## src/ldev_cfg_pkg.sv

```systemverilog
// constants, field layouts and carriers for the logical device config bank
// assumes an 8-bit indexed register port and a host-written device number
// Behaviour
// override register readable always, writable only device 04h
// bits 7,6,3 force fan drive outputs on pins
// bits 2,1,0 force fan speed inputs on pins
// bits 5-4 reserved; override resets to zero
// software leaves vendor test registers at zero
// floppy activate bit 0 enables controller
// floppy base high holds address bits 11:8
// floppy base low holds bits 7:3, resets F0h
// floppy interrupt level four bits, resets 06h
// floppy dma channel three bits, resets 02h
// floppy special one: share, swap, mode, protect
// floppy special two: data rate selects per drive
// uart one activate bit 0 enables port
// uart one base address from high and low
// uart one interrupt level four bits, resets 04h
// uart one special: edge suppress and sharing
// uart one clock source 00 is standard
// uart two activate bit 0 enables port
// uart two base address high and low
// group four selection register resets FFh, per-pin
// reserved and read-only bits ignore writes, read zero
package ldev_cfg_pkg;
  localparam logic [7:0] DEV_FLOPPY = 8'h00;
  localparam logic [7:0] DEV_UART_ONE = 8'h01;
  localparam logic [7:0] DEV_UART_TWO = 8'h02;
  localparam logic [7:0] DEV_GPIO = 8'h04;

  localparam logic [7:0] IDX_DEVICE_NUMBER = 8'h07;
  localparam logic [7:0] IDX_GROUP4_SELECT = 8'h28;
  localparam logic [7:0] IDX_ALT_OVERRIDE = 8'h2B;
  localparam logic [7:0] IDX_TEST_ONE = 8'h2E;
  localparam logic [7:0] IDX_TEST_TWO = 8'h2F;
  localparam logic [7:0] IDX_ACTIVATE = 8'h30;
  localparam logic [7:0] IDX_BASE_HIGH = 8'h60;
  localparam logic [7:0] IDX_BASE_LOW = 8'h61;
  localparam logic [7:0] IDX_IRQ_LEVEL = 8'h70;
  localparam logic [7:0] IDX_DMA_CHANNEL = 8'h74;
  localparam logic [7:0] IDX_SPECIAL_ONE = 8'hF0;
  localparam logic [7:0] IDX_SPECIAL_TWO = 8'hF1;

  localparam logic [7:0] RST_GROUP4_SELECT = 8'hFF;
  localparam logic [7:0] RST_ALT_OVERRIDE = 8'h00;
  localparam logic [7:0] RST_TEST = 8'h00;
  localparam logic [7:0] RST_ACTIVATE = 8'h00;
  localparam logic [7:0] RST_FLOPPY_BASE_HIGH = 8'h03;
  localparam logic [7:0] RST_FLOPPY_BASE_LOW = 8'hF0;
  localparam logic [7:0] RST_UART_ONE_BASE_HIGH = 8'h03;
  localparam logic [7:0] RST_UART_TWO_BASE_HIGH = 8'h02;
  localparam logic [7:0] RST_UART_BASE_LOW = 8'hF8;
  localparam logic [7:0] RST_FLOPPY_IRQ = 8'h06;
  localparam logic [7:0] RST_UART_ONE_IRQ = 8'h04;
  localparam logic [7:0] RST_FLOPPY_DMA = 8'h02;
  localparam logic [7:0] RST_SPECIAL = 8'h00;

  // writable-bit masks; every other bit reads zero
  localparam logic [7:0] MASK_ALT_OVERRIDE = 8'hCF;
  localparam logic [7:0] MASK_ENABLE = 8'h01;
  localparam logic [7:0] MASK_BASE_HIGH = 8'h0F;
  localparam logic [7:0] MASK_BASE_LOW = 8'hF8;
  localparam logic [7:0] MASK_IRQ = 8'h0F;
  localparam logic [7:0] MASK_DMA = 8'h07;
  localparam logic [7:0] MASK_FLOPPY_SPECIAL = 8'h0F;
  localparam logic [7:0] MASK_UART_SPECIAL = 8'h0F;

  localparam int BIT_PIN56 = 7;
  localparam int BIT_PIN55 = 6;
  localparam int BIT_PIN52 = 3;
  localparam int BIT_PIN51 = 2;
  localparam int BIT_PIN50 = 1;
  localparam int BIT_PIN49 = 0;
  localparam logic [1:0] CLK_SRC_STANDARD = 2'h0;

  typedef struct packed {
    logic enable;
    logic [15:0] base;
    logic [3:0] irq_level;
    logic [2:0] dma_channel;
    logic irq_share;
    logic drive_swap;
    logic three_mode;
    logic write_protect;
    logic [1:0] rate_b;
    logic [1:0] rate_a;
  } floppy_cfg_t;

  typedef struct packed {
    logic enable;
    logic [15:0] base;
    logic [3:0] irq_level;
    logic suppress_mcr_fall;
    logic clk_standard;
    logic irq_share;
  } uart_cfg_t;

  typedef struct packed {
    logic enable;
    logic [15:0] base;
  } uart_base_t;

  // per pin 49..56: 1 joystick, 2 gpio, 3 fan alternate (one-hot after reset; reset clears all three)
  typedef struct packed {
    logic [7:0] joystick;
    logic [7:0] gpio;
    logic [7:0] fan;
  } pin_func_t;
endpackage

```

## src/logical_device_config_regs.sv

```systemverilog
// configuration register bank behind an indexed port per logical device
// assumes the host writes the device number at its own index first
//
// Added by the designer: the strobed register port.
`timescale 1ns/1ps
module logical_device_config_regs
  import ldev_cfg_pkg::*;
(
  // clock and reset
  input wire logic ref_clk,
  input wire logic rst,
  // register port
  input wire logic [7:0] reg_addr,
  input wire logic [7:0] reg_wdata,
  input wire logic reg_wr,
  input wire logic reg_rd,
  output logic [7:0] reg_rdata,
  // decoded configuration
  output floppy_cfg_t floppy_cfg,
  output uart_cfg_t uart_one_cfg,
  output uart_base_t uart_two_cfg,
  output pin_func_t pin_func
);

////////////////////////////////////////////////////////////////////////////
  logic [7:0] logical_device_number_ff;
  logic [7:0] group4_select_ff, alt_override_ff, test_one_ff, test_two_ff;
  logic [7:0] fl_act_ff, fl_bh_ff, fl_bl_ff, fl_irq_ff, fl_dma_ff;
  logic [7:0] fl_sp1_ff, fl_sp2_ff;
  logic [7:0] u1_act_ff, u1_bh_ff, u1_bl_ff, u1_irq_ff, u1_sp_ff;
  logic [7:0] u2_act_ff, u2_bh_ff, u2_bl_ff;
  logic [7:0] nxt_rdata;

  function automatic logic hit(input logic [7:0] idx, input logic [7:0] dev);
    hit = reg_wr && reg_addr == idx && logical_device_number_ff == dev;
  endfunction

  function automatic logic [15:0] base_of(input logic [7:0] hi,
                                         input logic [7:0] lo);
    base_of = {4'h0, hi[3:0], lo[7:3], 3'h0};
  endfunction

////////////////////////////////////////////////////////////////////////////
  // global registers
  always_ff @(posedge ref_clk) begin
    if (rst) begin
      logical_device_number_ff <= DEV_FLOPPY;
      group4_select_ff <= RST_GROUP4_SELECT;
      alt_override_ff <= RST_ALT_OVERRIDE;
      test_one_ff <= RST_TEST;
      test_two_ff <= RST_TEST;
    end else if (reg_wr) begin
      case (reg_addr)
        IDX_DEVICE_NUMBER: logical_device_number_ff <= reg_wdata;
        IDX_GROUP4_SELECT: group4_select_ff <= reg_wdata;
        IDX_ALT_OVERRIDE: begin
          if (logical_device_number_ff == DEV_GPIO) begin
            alt_override_ff <= reg_wdata & MASK_ALT_OVERRIDE;
          end
        end
        IDX_TEST_ONE: test_one_ff <= reg_wdata;
        IDX_TEST_TWO: test_two_ff <= reg_wdata;
        default: begin
        end
      endcase
    end
  end

  // floppy controller registers
  always_ff @(posedge ref_clk) begin
    if (rst) begin
      fl_act_ff <= RST_ACTIVATE;
      fl_bh_ff <= RST_FLOPPY_BASE_HIGH;
      fl_bl_ff <= RST_FLOPPY_BASE_LOW;
      fl_irq_ff <= RST_FLOPPY_IRQ;
      fl_dma_ff <= RST_FLOPPY_DMA;
      fl_sp1_ff <= RST_SPECIAL;
      fl_sp2_ff <= RST_SPECIAL;
    end else begin
      if (hit(IDX_ACTIVATE, DEV_FLOPPY)) begin
        fl_act_ff <= reg_wdata & MASK_ENABLE;
      end
      if (hit(IDX_BASE_HIGH, DEV_FLOPPY)) begin
        fl_bh_ff <= reg_wdata & MASK_BASE_HIGH;
      end
      if (hit(IDX_BASE_LOW, DEV_FLOPPY)) begin
        fl_bl_ff <= reg_wdata & MASK_BASE_LOW;
      end
      if (hit(IDX_IRQ_LEVEL, DEV_FLOPPY)) begin
        fl_irq_ff <= reg_wdata & MASK_IRQ;
      end
      if (hit(IDX_DMA_CHANNEL, DEV_FLOPPY)) begin
        fl_dma_ff <= reg_wdata & MASK_DMA;
      end
      if (hit(IDX_SPECIAL_ONE, DEV_FLOPPY)) begin
        fl_sp1_ff <= reg_wdata & MASK_FLOPPY_SPECIAL;
      end
      if (hit(IDX_SPECIAL_TWO, DEV_FLOPPY)) begin
        fl_sp2_ff <= reg_wdata & MASK_FLOPPY_SPECIAL;
      end
    end
  end

  // first serial port registers
  always_ff @(posedge ref_clk) begin
    if (rst) begin
      u1_act_ff <= RST_ACTIVATE;
      u1_bh_ff <= RST_UART_ONE_BASE_HIGH;
      u1_bl_ff <= RST_UART_BASE_LOW;
      u1_irq_ff <= RST_UART_ONE_IRQ;
      u1_sp_ff <= RST_SPECIAL;
    end else begin
      if (hit(IDX_ACTIVATE, DEV_UART_ONE)) begin
        u1_act_ff <= reg_wdata & MASK_ENABLE;
      end
      if (hit(IDX_BASE_HIGH, DEV_UART_ONE)) begin
        u1_bh_ff <= reg_wdata & MASK_BASE_HIGH;
      end
      if (hit(IDX_BASE_LOW, DEV_UART_ONE)) begin
        u1_bl_ff <= reg_wdata & MASK_BASE_LOW;
      end
      if (hit(IDX_IRQ_LEVEL, DEV_UART_ONE)) begin
        u1_irq_ff <= reg_wdata & MASK_IRQ;
      end
      if (hit(IDX_SPECIAL_ONE, DEV_UART_ONE)) begin
        u1_sp_ff <= reg_wdata & MASK_UART_SPECIAL;
      end
    end
  end

  // second serial port registers
  always_ff @(posedge ref_clk) begin
    if (rst) begin
      u2_act_ff <= RST_ACTIVATE;
      u2_bh_ff <= RST_UART_TWO_BASE_HIGH;
      u2_bl_ff <= RST_UART_BASE_LOW;
    end else begin
      if (hit(IDX_ACTIVATE, DEV_UART_TWO)) begin
        u2_act_ff <= reg_wdata & MASK_ENABLE;
      end
      if (hit(IDX_BASE_HIGH, DEV_UART_TWO)) begin
        u2_bh_ff <= reg_wdata & MASK_BASE_HIGH;
      end
      if (hit(IDX_BASE_LOW, DEV_UART_TWO)) begin
        u2_bl_ff <= reg_wdata & MASK_BASE_LOW;
      end
    end
  end

////////////////////////////////////////////////////////////////////////////
  // read mux; unmapped index or device reads zero
  always_comb begin
    nxt_rdata = 8'h00;
    case (reg_addr)
      IDX_DEVICE_NUMBER: nxt_rdata = logical_device_number_ff;
      IDX_GROUP4_SELECT: nxt_rdata = group4_select_ff;
      IDX_ALT_OVERRIDE: nxt_rdata = alt_override_ff;
      IDX_TEST_ONE: nxt_rdata = test_one_ff;
      IDX_TEST_TWO: nxt_rdata = test_two_ff;
      default: begin
        case (logical_device_number_ff)
          DEV_FLOPPY: begin
            case (reg_addr)
              IDX_ACTIVATE: nxt_rdata = fl_act_ff;
              IDX_BASE_HIGH: nxt_rdata = fl_bh_ff;
              IDX_BASE_LOW: nxt_rdata = fl_bl_ff;
              IDX_IRQ_LEVEL: nxt_rdata = fl_irq_ff;
              IDX_DMA_CHANNEL: nxt_rdata = fl_dma_ff;
              IDX_SPECIAL_ONE: nxt_rdata = fl_sp1_ff;
              IDX_SPECIAL_TWO: nxt_rdata = fl_sp2_ff;
              default: nxt_rdata = 8'h00;
            endcase
          end
          DEV_UART_ONE: begin
            case (reg_addr)
              IDX_ACTIVATE: nxt_rdata = u1_act_ff;
              IDX_BASE_HIGH: nxt_rdata = u1_bh_ff;
              IDX_BASE_LOW: nxt_rdata = u1_bl_ff;
              IDX_IRQ_LEVEL: nxt_rdata = u1_irq_ff;
              IDX_SPECIAL_ONE: nxt_rdata = u1_sp_ff;
              default: nxt_rdata = 8'h00;
            endcase
          end
          DEV_UART_TWO: begin
            case (reg_addr)
              IDX_ACTIVATE: nxt_rdata = u2_act_ff;
              IDX_BASE_HIGH: nxt_rdata = u2_bh_ff;
              IDX_BASE_LOW: nxt_rdata = u2_bl_ff;
              default: nxt_rdata = 8'h00;
            endcase
          end
          default: nxt_rdata = 8'h00;
        endcase
      end
    endcase
  end

  always_ff @(posedge ref_clk) begin
    if (rst) begin
      reg_rdata <= 8'h00;
    end else if (reg_rd) begin
      reg_rdata <= nxt_rdata;
    end else begin
      reg_rdata <= 8'h00;
    end
  end

////////////////////////////////////////////////////////////////////////////
  // decoded outputs, registered
  always_ff @(posedge ref_clk) begin
    if (rst) begin
      floppy_cfg <= '0;
      uart_one_cfg <= '0;
      uart_two_cfg <= '0;
      pin_func <= '0;
    end else begin
      floppy_cfg.enable <= fl_act_ff[0];
      floppy_cfg.base <= base_of(fl_bh_ff, fl_bl_ff);
      floppy_cfg.irq_level <= fl_irq_ff[3:0];
      floppy_cfg.dma_channel <= fl_dma_ff[2:0];
      floppy_cfg.irq_share <= fl_sp1_ff[3];
      floppy_cfg.drive_swap <= fl_sp1_ff[2];
      floppy_cfg.three_mode <= fl_sp1_ff[1];
      floppy_cfg.write_protect <= fl_sp1_ff[0];
      floppy_cfg.rate_b <= fl_sp2_ff[3:2];
      floppy_cfg.rate_a <= fl_sp2_ff[1:0];
      uart_one_cfg.enable <= u1_act_ff[0];
      uart_one_cfg.base <= base_of(u1_bh_ff, u1_bl_ff);
      uart_one_cfg.irq_level <= u1_irq_ff[3:0];
      uart_one_cfg.suppress_mcr_fall <= u1_sp_ff[3];
      uart_one_cfg.clk_standard <= u1_sp_ff[2:1] == CLK_SRC_STANDARD;
      uart_one_cfg.irq_share <= u1_sp_ff[0];
      uart_two_cfg.enable <= u2_act_ff[0];
      uart_two_cfg.base <= base_of(u2_bh_ff, u2_bl_ff);
      for (int i = 0; i < 8; i++) begin
        // override wins only on pins that own a fan alternate
        if (alt_override_ff[i] && MASK_ALT_OVERRIDE[i]) begin
          pin_func.fan[i] <= 1'b1;
          pin_func.gpio[i] <= 1'b0;
          pin_func.joystick[i] <= 1'b0;
        end else begin
          pin_func.fan[i] <= 1'b0;
          pin_func.gpio[i] <= group4_select_ff[i];
          pin_func.joystick[i] <= ~group4_select_ff[i];
        end
      end
    end
  end
endmodule

```

## config.mk

```make
export PLATFORM = sky130hd
export DESIGN_NAME = logical_device_config_regs
export DESIGN_NICKNAME = d
export VERILOG_FILES = /design/src/ldev_cfg_pkg.sv /design/src/logical_device_config_regs.sv
export SDC_FILE = /design/constraint.sdc
export NUM_CORES = 1
export LEC_CHECK = 0
export ABC_AREA = 1
export BUFFER_PORTS_ARGS = -buffer_cell sky130_fd_sc_hd__buf_4
export CAP_MARGIN = 20
export CELL_PAD_IN_SITES_DETAIL_PLACEMENT = 2
export CELL_PAD_IN_SITES_GLOBAL_PLACEMENT = 2
export CORE_UTILIZATION = 31
export CTS_BUF_LIST = sky130_fd_sc_hd__clkbuf_16
export DETAILED_ROUTE_END_ITERATION = 10
export GPL_TIMING_DRIVEN = 1
export HOLD_SLACK_MARGIN = 0.12
export PLACE_DENSITY_LB_ADDON = 0.1
export SYNTH_ARGS = -nofsm -noshare
export SYNTH_HDL_FRONTEND = slang
export SYNTH_SLANG_ARGS = --single-unit
```

## constraint.sdc

```tcl
create_clock -name ref_clk -period 1.5 [get_ports ref_clk]
set_input_delay 0.075 -clock ref_clk [delete_from_list [all_inputs] [get_ports ref_clk]]
set_output_delay 0.075 -clock ref_clk [all_outputs]
set_load 0.05 [all_outputs]
```

Word-level counts from Yosys, hierarchy flattened

Cells that the tools add are included.
W data, S select, Z words.

Register bits: 196
Input bits: 20
Word-level logic and storage cells: 129
Output and inout bits: 105

Equality and inequality tests: 15
Mux-type cells: 11
Bitwise operators: 9
Reductions and logical operators: 36

Operator list:

| cell                 | count |
|---|---|
| $pmux W8 S5          | 2 |
| $pmux W8 S7          | 1 |
| $pmux W8 S3          | 2 |
| $eq A8 B6 Y1 const B | 5 |
| $eq A8 B7 Y1 const B | 4 |
| $logic_and A1 B1 Y1  | 22 |
| $eq A8 B3 Y1 const B | 2 |
| $eq A8 B8 Y1 const B | 2 |
| $reduce_or A2 Y1     | 7 |
| $not A1 Y1           | 9 |
| $eq A8 B1 Y1 const B | 1 |
| $eq A8 B2 Y1 const B | 1 |
| $logic_not A8 Y1     | 1 |
| $reduce_and A2 Y1    | 4 |
| $mux W1              | 6 |
| $reduce_and A3 Y1    | 1 |
| $logic_not A2 Y1     | 1 |

Longest topological paths before layout

Word-level depth: 4
Gate-level depth with buffers: 13
Mapped depth without buffers: 12

Worst setup path after synthesis

No wires, ideal clock.

Kind: reg2reg
From: register logical_device_number_ff[2]
To: register u1_irq_ff[3]
Data arrival time: 1.280 ns
Path slack: 0.100 ns
Stages on the path, launching flop included: 8
Required time: 1.381 ns
Period minus slack after synthesis: 1.400 ns
Path buffers: 1
Library setup time: 0.119 ns
Cell sequence: dfxtp_1 nor2_2 nand3_1 nor2_2 buf_4 nand3_2 o21ai_0 a21oi_1

Longest elaborated chain between the ends: 2

RTL lines:

| item                     | RTL line                          | RTL |
|---|---|---|
| start: declaration       | logical_device_config_regs.sv:26  | `logic [7:0] logical_device_number_ff;` |
| start signal: assignment | logical_device_config_regs.sv:54  | `IDX_DEVICE_NUMBER: logical_device_number_ff <= reg_wdata;` |
| $eq A8 B1 Y1             | logical_device_config_regs.sv:35  | `hit = reg_wr && reg_addr == idx && logical_device_number_ff == dev;` |
| $logic_and A1 B1 Y1      | logical_device_config_regs.sv:35  |  |
| end signal: assignment   | logical_device_config_regs.sv:123 | `u1_irq_ff <= reg_wdata & MASK_IRQ;` |
| end: declaration         | logical_device_config_regs.sv:30  | `logic [7:0] u1_act_ff, u1_bh_ff, u1_bl_ff, u1_irq_ff, u1_sp_ff;` |

Every way passes these cells.
A chain may end at the register's enable or synchronous reset.

Worst setup path in the final report

From: register logical_device_number_ff[4]
To: register reg_rdata[0]

Longest elaborated chain between the ends: 3
Elaborated cells on any way between the ends: 5
Classes of those cells: eq/ne (2); mux (2); reduce/logical (1)

RTL lines:

| item                                       | RTL line                          | RTL |
|---|---|---|
| $eq A8 B2 Y1, or another cell as far along | logical_device_config_regs.sv:161 | `case (logical_device_number_ff)` |
| $pmux W8 S3 *                              | logical_device_config_regs.sv:161 |  |
| $pmux W8 S5 *                              | logical_device_config_regs.sv:154 | `case (reg_addr)` |
| end signal: assignment                     | logical_device_config_regs.sv:202 | `reg_rdata <= nxt_rdata;` |
| end: declaration                           | logical_device_config_regs.sv:17  | `output logic [7:0] reg_rdata,` |

Every way passes the cells marked *; elsewhere a longest branch is shown, timed or not.

==> results.json <==
{
  "status": "finished with violations",
  "violations": "setup timing",
  "worstPathArrival_ps": 1890,
  "fmax_mhz": 665,
  "slew_viol_final": 0,
  "ys_warn_count": 0,
  "p_seq_share_pct": 47.4,
  "synth_top_family_by_area": "simple AND/OR/NAND/NOR gates",
  "netlist_instances": 876,
  "dp_hpwl_mm": 16.1,
  "ant_nets": 0,
  "clockBufferDepth": 2,
  "netSwitchingPower_w": 0.00267,
  "hold_violations": 0,
  "vdd_drop_max_v": 0.000612,
  "fin_crit_sh_pct": 100,
  "diodes": 0,
  "syn-cell-area_um2": 6770,
  "core_area_um2": 21200,
  "crit_fanout": 4,
  "vias": 6256,
  "fin_area_um2": 8990,
  "drive_gt1_share_pct": 25.7,
  "p_int_w": 0.00716,
  "synth_area_leaders": "dfxtp_1, nand2_1, inv_1",
  "final_cell_mix": "dfxtp_1, buf_4, nand2_1, inv_1, nor2_1",
  "final_common_cell": "dfxtp_1",
  "combPwrFrac_pct": 8.4,
  "critPathRequiredTime_ps": 1890,
  "fin_skew_ps": 17.2,
  "hold_class": "in2reg",
  "grt_max_degree": 89,
  "r2r_setup_slack_ps": -3,
  "cts_sinks": 173,
  "die_w_um": 150,
  "cts_root_buffer": "clkbuf_16",
  "die_h_um": 150,
  "cap_violations": 0,
  "worst_slack_ps": -2.70,
  "clock_power_share_pct": 44.2,
  "swShare_pct": 27.2,
  "die-area_um2": 22400,
  "clk_pin_slew_ps": 80,
  "drc": 0,
  "synth_area_per_cell_um2": 7.73,
  "regArea_um2": 3470,
  "overflow": 0,
  "worst-setup-path-type": "reg2reg",
  "cts_tree": "yes",
  "initial_core_util_pct": 31.9,
  "postPlaceCellArea_um2": 8110,
  "multi_input_area_um2": 2770,
  "ios": 125,
  "cts_buffers": 17,
  "nFillCells": 2445,
  "wl_per_cell_um": 17.4,
  "synth_top_area_share_pct": 51.2,
  "synthXorXnorAreaFrac_pct": 0,
  "nNetsFinal": 1052,
  "rsz0062_at_grt": "yes",
  "drt-total-wl_mm": 22.9,
  "startpoint_type": "flop",
  "synthMuxAreaShare_pct": 0,
  "synthAdderAreaFrac_pct": 0,
  "io_buffer_count": 101,
  "powerDensity_nw_per_um2": 1090,
  "antenna_found_initial": 0,
  "num_rows": 53,
  "clk_latency_ps": 440,
  "syn_to_final_growth_pct": 32.9,
  "synth_cell_type_count": 26,
  "htree_levels": 4,
  "drtIter0Drc": 157,
  "synth_seq_cells": 173,
  "critPathCaptureType": "flop",
  "grt_pass1_wl_mm": 35.7,
  "gp_congestion": 0.804,
  "synth_top_cell_by_area": "dfxtp_1",
  "finalSetupViolations": 2,
  "synth_compound_area_share_pct": 14.6,
  "synthSimpleGateAreaFrac_pct": 22.5,
  "firstDrtPassIters": 4,
  "tns_ps": -2.77,
  "first_global_vias": 6576,
  "p_leak_nw": 4.10,
  "ys_seq_area_share_pct": 51.2,
  "min_period_ps": 1500,
  "viasPerCell": 4.74,
  "grt_usage_pct": 21.2
}
[per-stage QoR]
| stage | hold slack, ps | instances | setup WS, ps | power, W | util [%] |
|---|---|---|---|---|---|
| 3_3_place_gp | 377 | 1273 | -17.5 | 0.00553 | 38.2 |
| 2_1_floorplan | 201 | 898 | 100 | 0.00532 | - |
| 6_report | 138 | 1320 | -2.70 | 0.00983 | 42.4 |
| 4_1_cts | 124 | 1317 | -5.88 | 0.00991 | 41.6 |
| 3_5_place_dp | 393 | 1273 | -126 | 0.00554 | 38.2 |
| 5_1_grt | 168 | 1320 | -126 | 0.0101 | 42.4 |
[per-layer routing]
| layer | GRT usage [%] | wire [µm] | part of all wire [%] | up-vias |
|---|---|---|---|---|
| met1 | 25.6 | 10400 | 45 | 3068 |
| met5 | 0 | 0 | 0 | - |
| met2 | 38.4 | 11600 | 51 | 104 |
| li1 | - | - | - | 3063 |
| met3 | 3.93 | 571 | 2.5 | 21 |
| met4 | 4.85 | 363 | 1.6 | 0 |
[worst max-delay path, cell delays in order (launching register included)]
cell and delay, ps:
dfxtp_2 340, nor2_4 160, nand3_4 110, buf_6 140
nor2_4 170, buf_4 160, nand2_1 50, nand2_1 60
inv_1 50, nand3_1 70, nand2_1 90, inv_1 60
[worst paths after layout]
kind                                                   from            to  cells after the start
worst min register to register          group4_select_ff[4]  pin_func[20]                      1
worst max-delay path            logical_device_number_ff[4]  reg_rdata[0]                     11
worst max register to register  logical_device_number_ff[4]  reg_rdata[0]                     11
worst min-delay path                                    rst  reg_rdata[5]                      4
[flip-flops by register name, indices dropped and copies added (netlist names), 6 cells and up]
register and cells:
test_one_ff 8, test_two_ff 8, floppy_cfg 25, pin_func 22, uart_two_cfg 10, uart_one_cfg 17
group4_select_ff 8, logical_device_number_ff 8, alt_override_ff 6, reg_rdata 8
[Yosys cell counts, drive strengths merged]
cell type	n
a21oi	76
a211oi	1
nand4	5
nor3	19
conb	1
nand3	49
o22ai	6
nor2	124
inv	123
o21ai	82
dfxtp	173
o211ai	20
nand2	141
buf	37
clkbuf	19
[logic make-up (layout without fill, tap and decap cells)]
group / count (synthesis) / count (layout)
AND/OR/NAND/NOR: 338 / 338
other: 1 / 23
AO/OA/AOI/OAI: 185 / 185
flip-flops: 173 / 173
buffers and inverters: 179 / 326
[layout make-up]
| cell class | count | share of cell area, % |
|---|---|---|
| clock buffers | 17 | 4.73 |
| clock inverters | 15 | 1.49 |
| inverters | 123 | 5.19 |
| multi-input cells | 546 | 30.8 |
| flip-flops and latches | 173 | 38.5 |
| well taps | 275 | 3.83 |
| repair buffers | 171 | 15.4 |
[power by group through the flow]
stage | sequential [W] | combinational [W] | clock, W
2_1_floorplan | 0.00493 | 0.000385 | 0
3_5_place_dp | 0.00476 | 0.000780 | 0
5_1_grt | 0.00466 | 0.000880 | 0.00460
3_3_place_gp | 0.00476 | 0.000768 | 0
4_1_cts | 0.00466 | 0.000812 | 0.00444
6_report | 0.00466 | 0.000827 | 0.00435
[what timing repair did]
item,in CTS,in global routing
pin swaps,4,15
hold buffers,10,0
gates resized for setup,22,55
endpoints found under the hold margin,78,0
setup endpoints to repair,47,50
buffers inserted,2,3
Power figures use the tool's default switching activity.
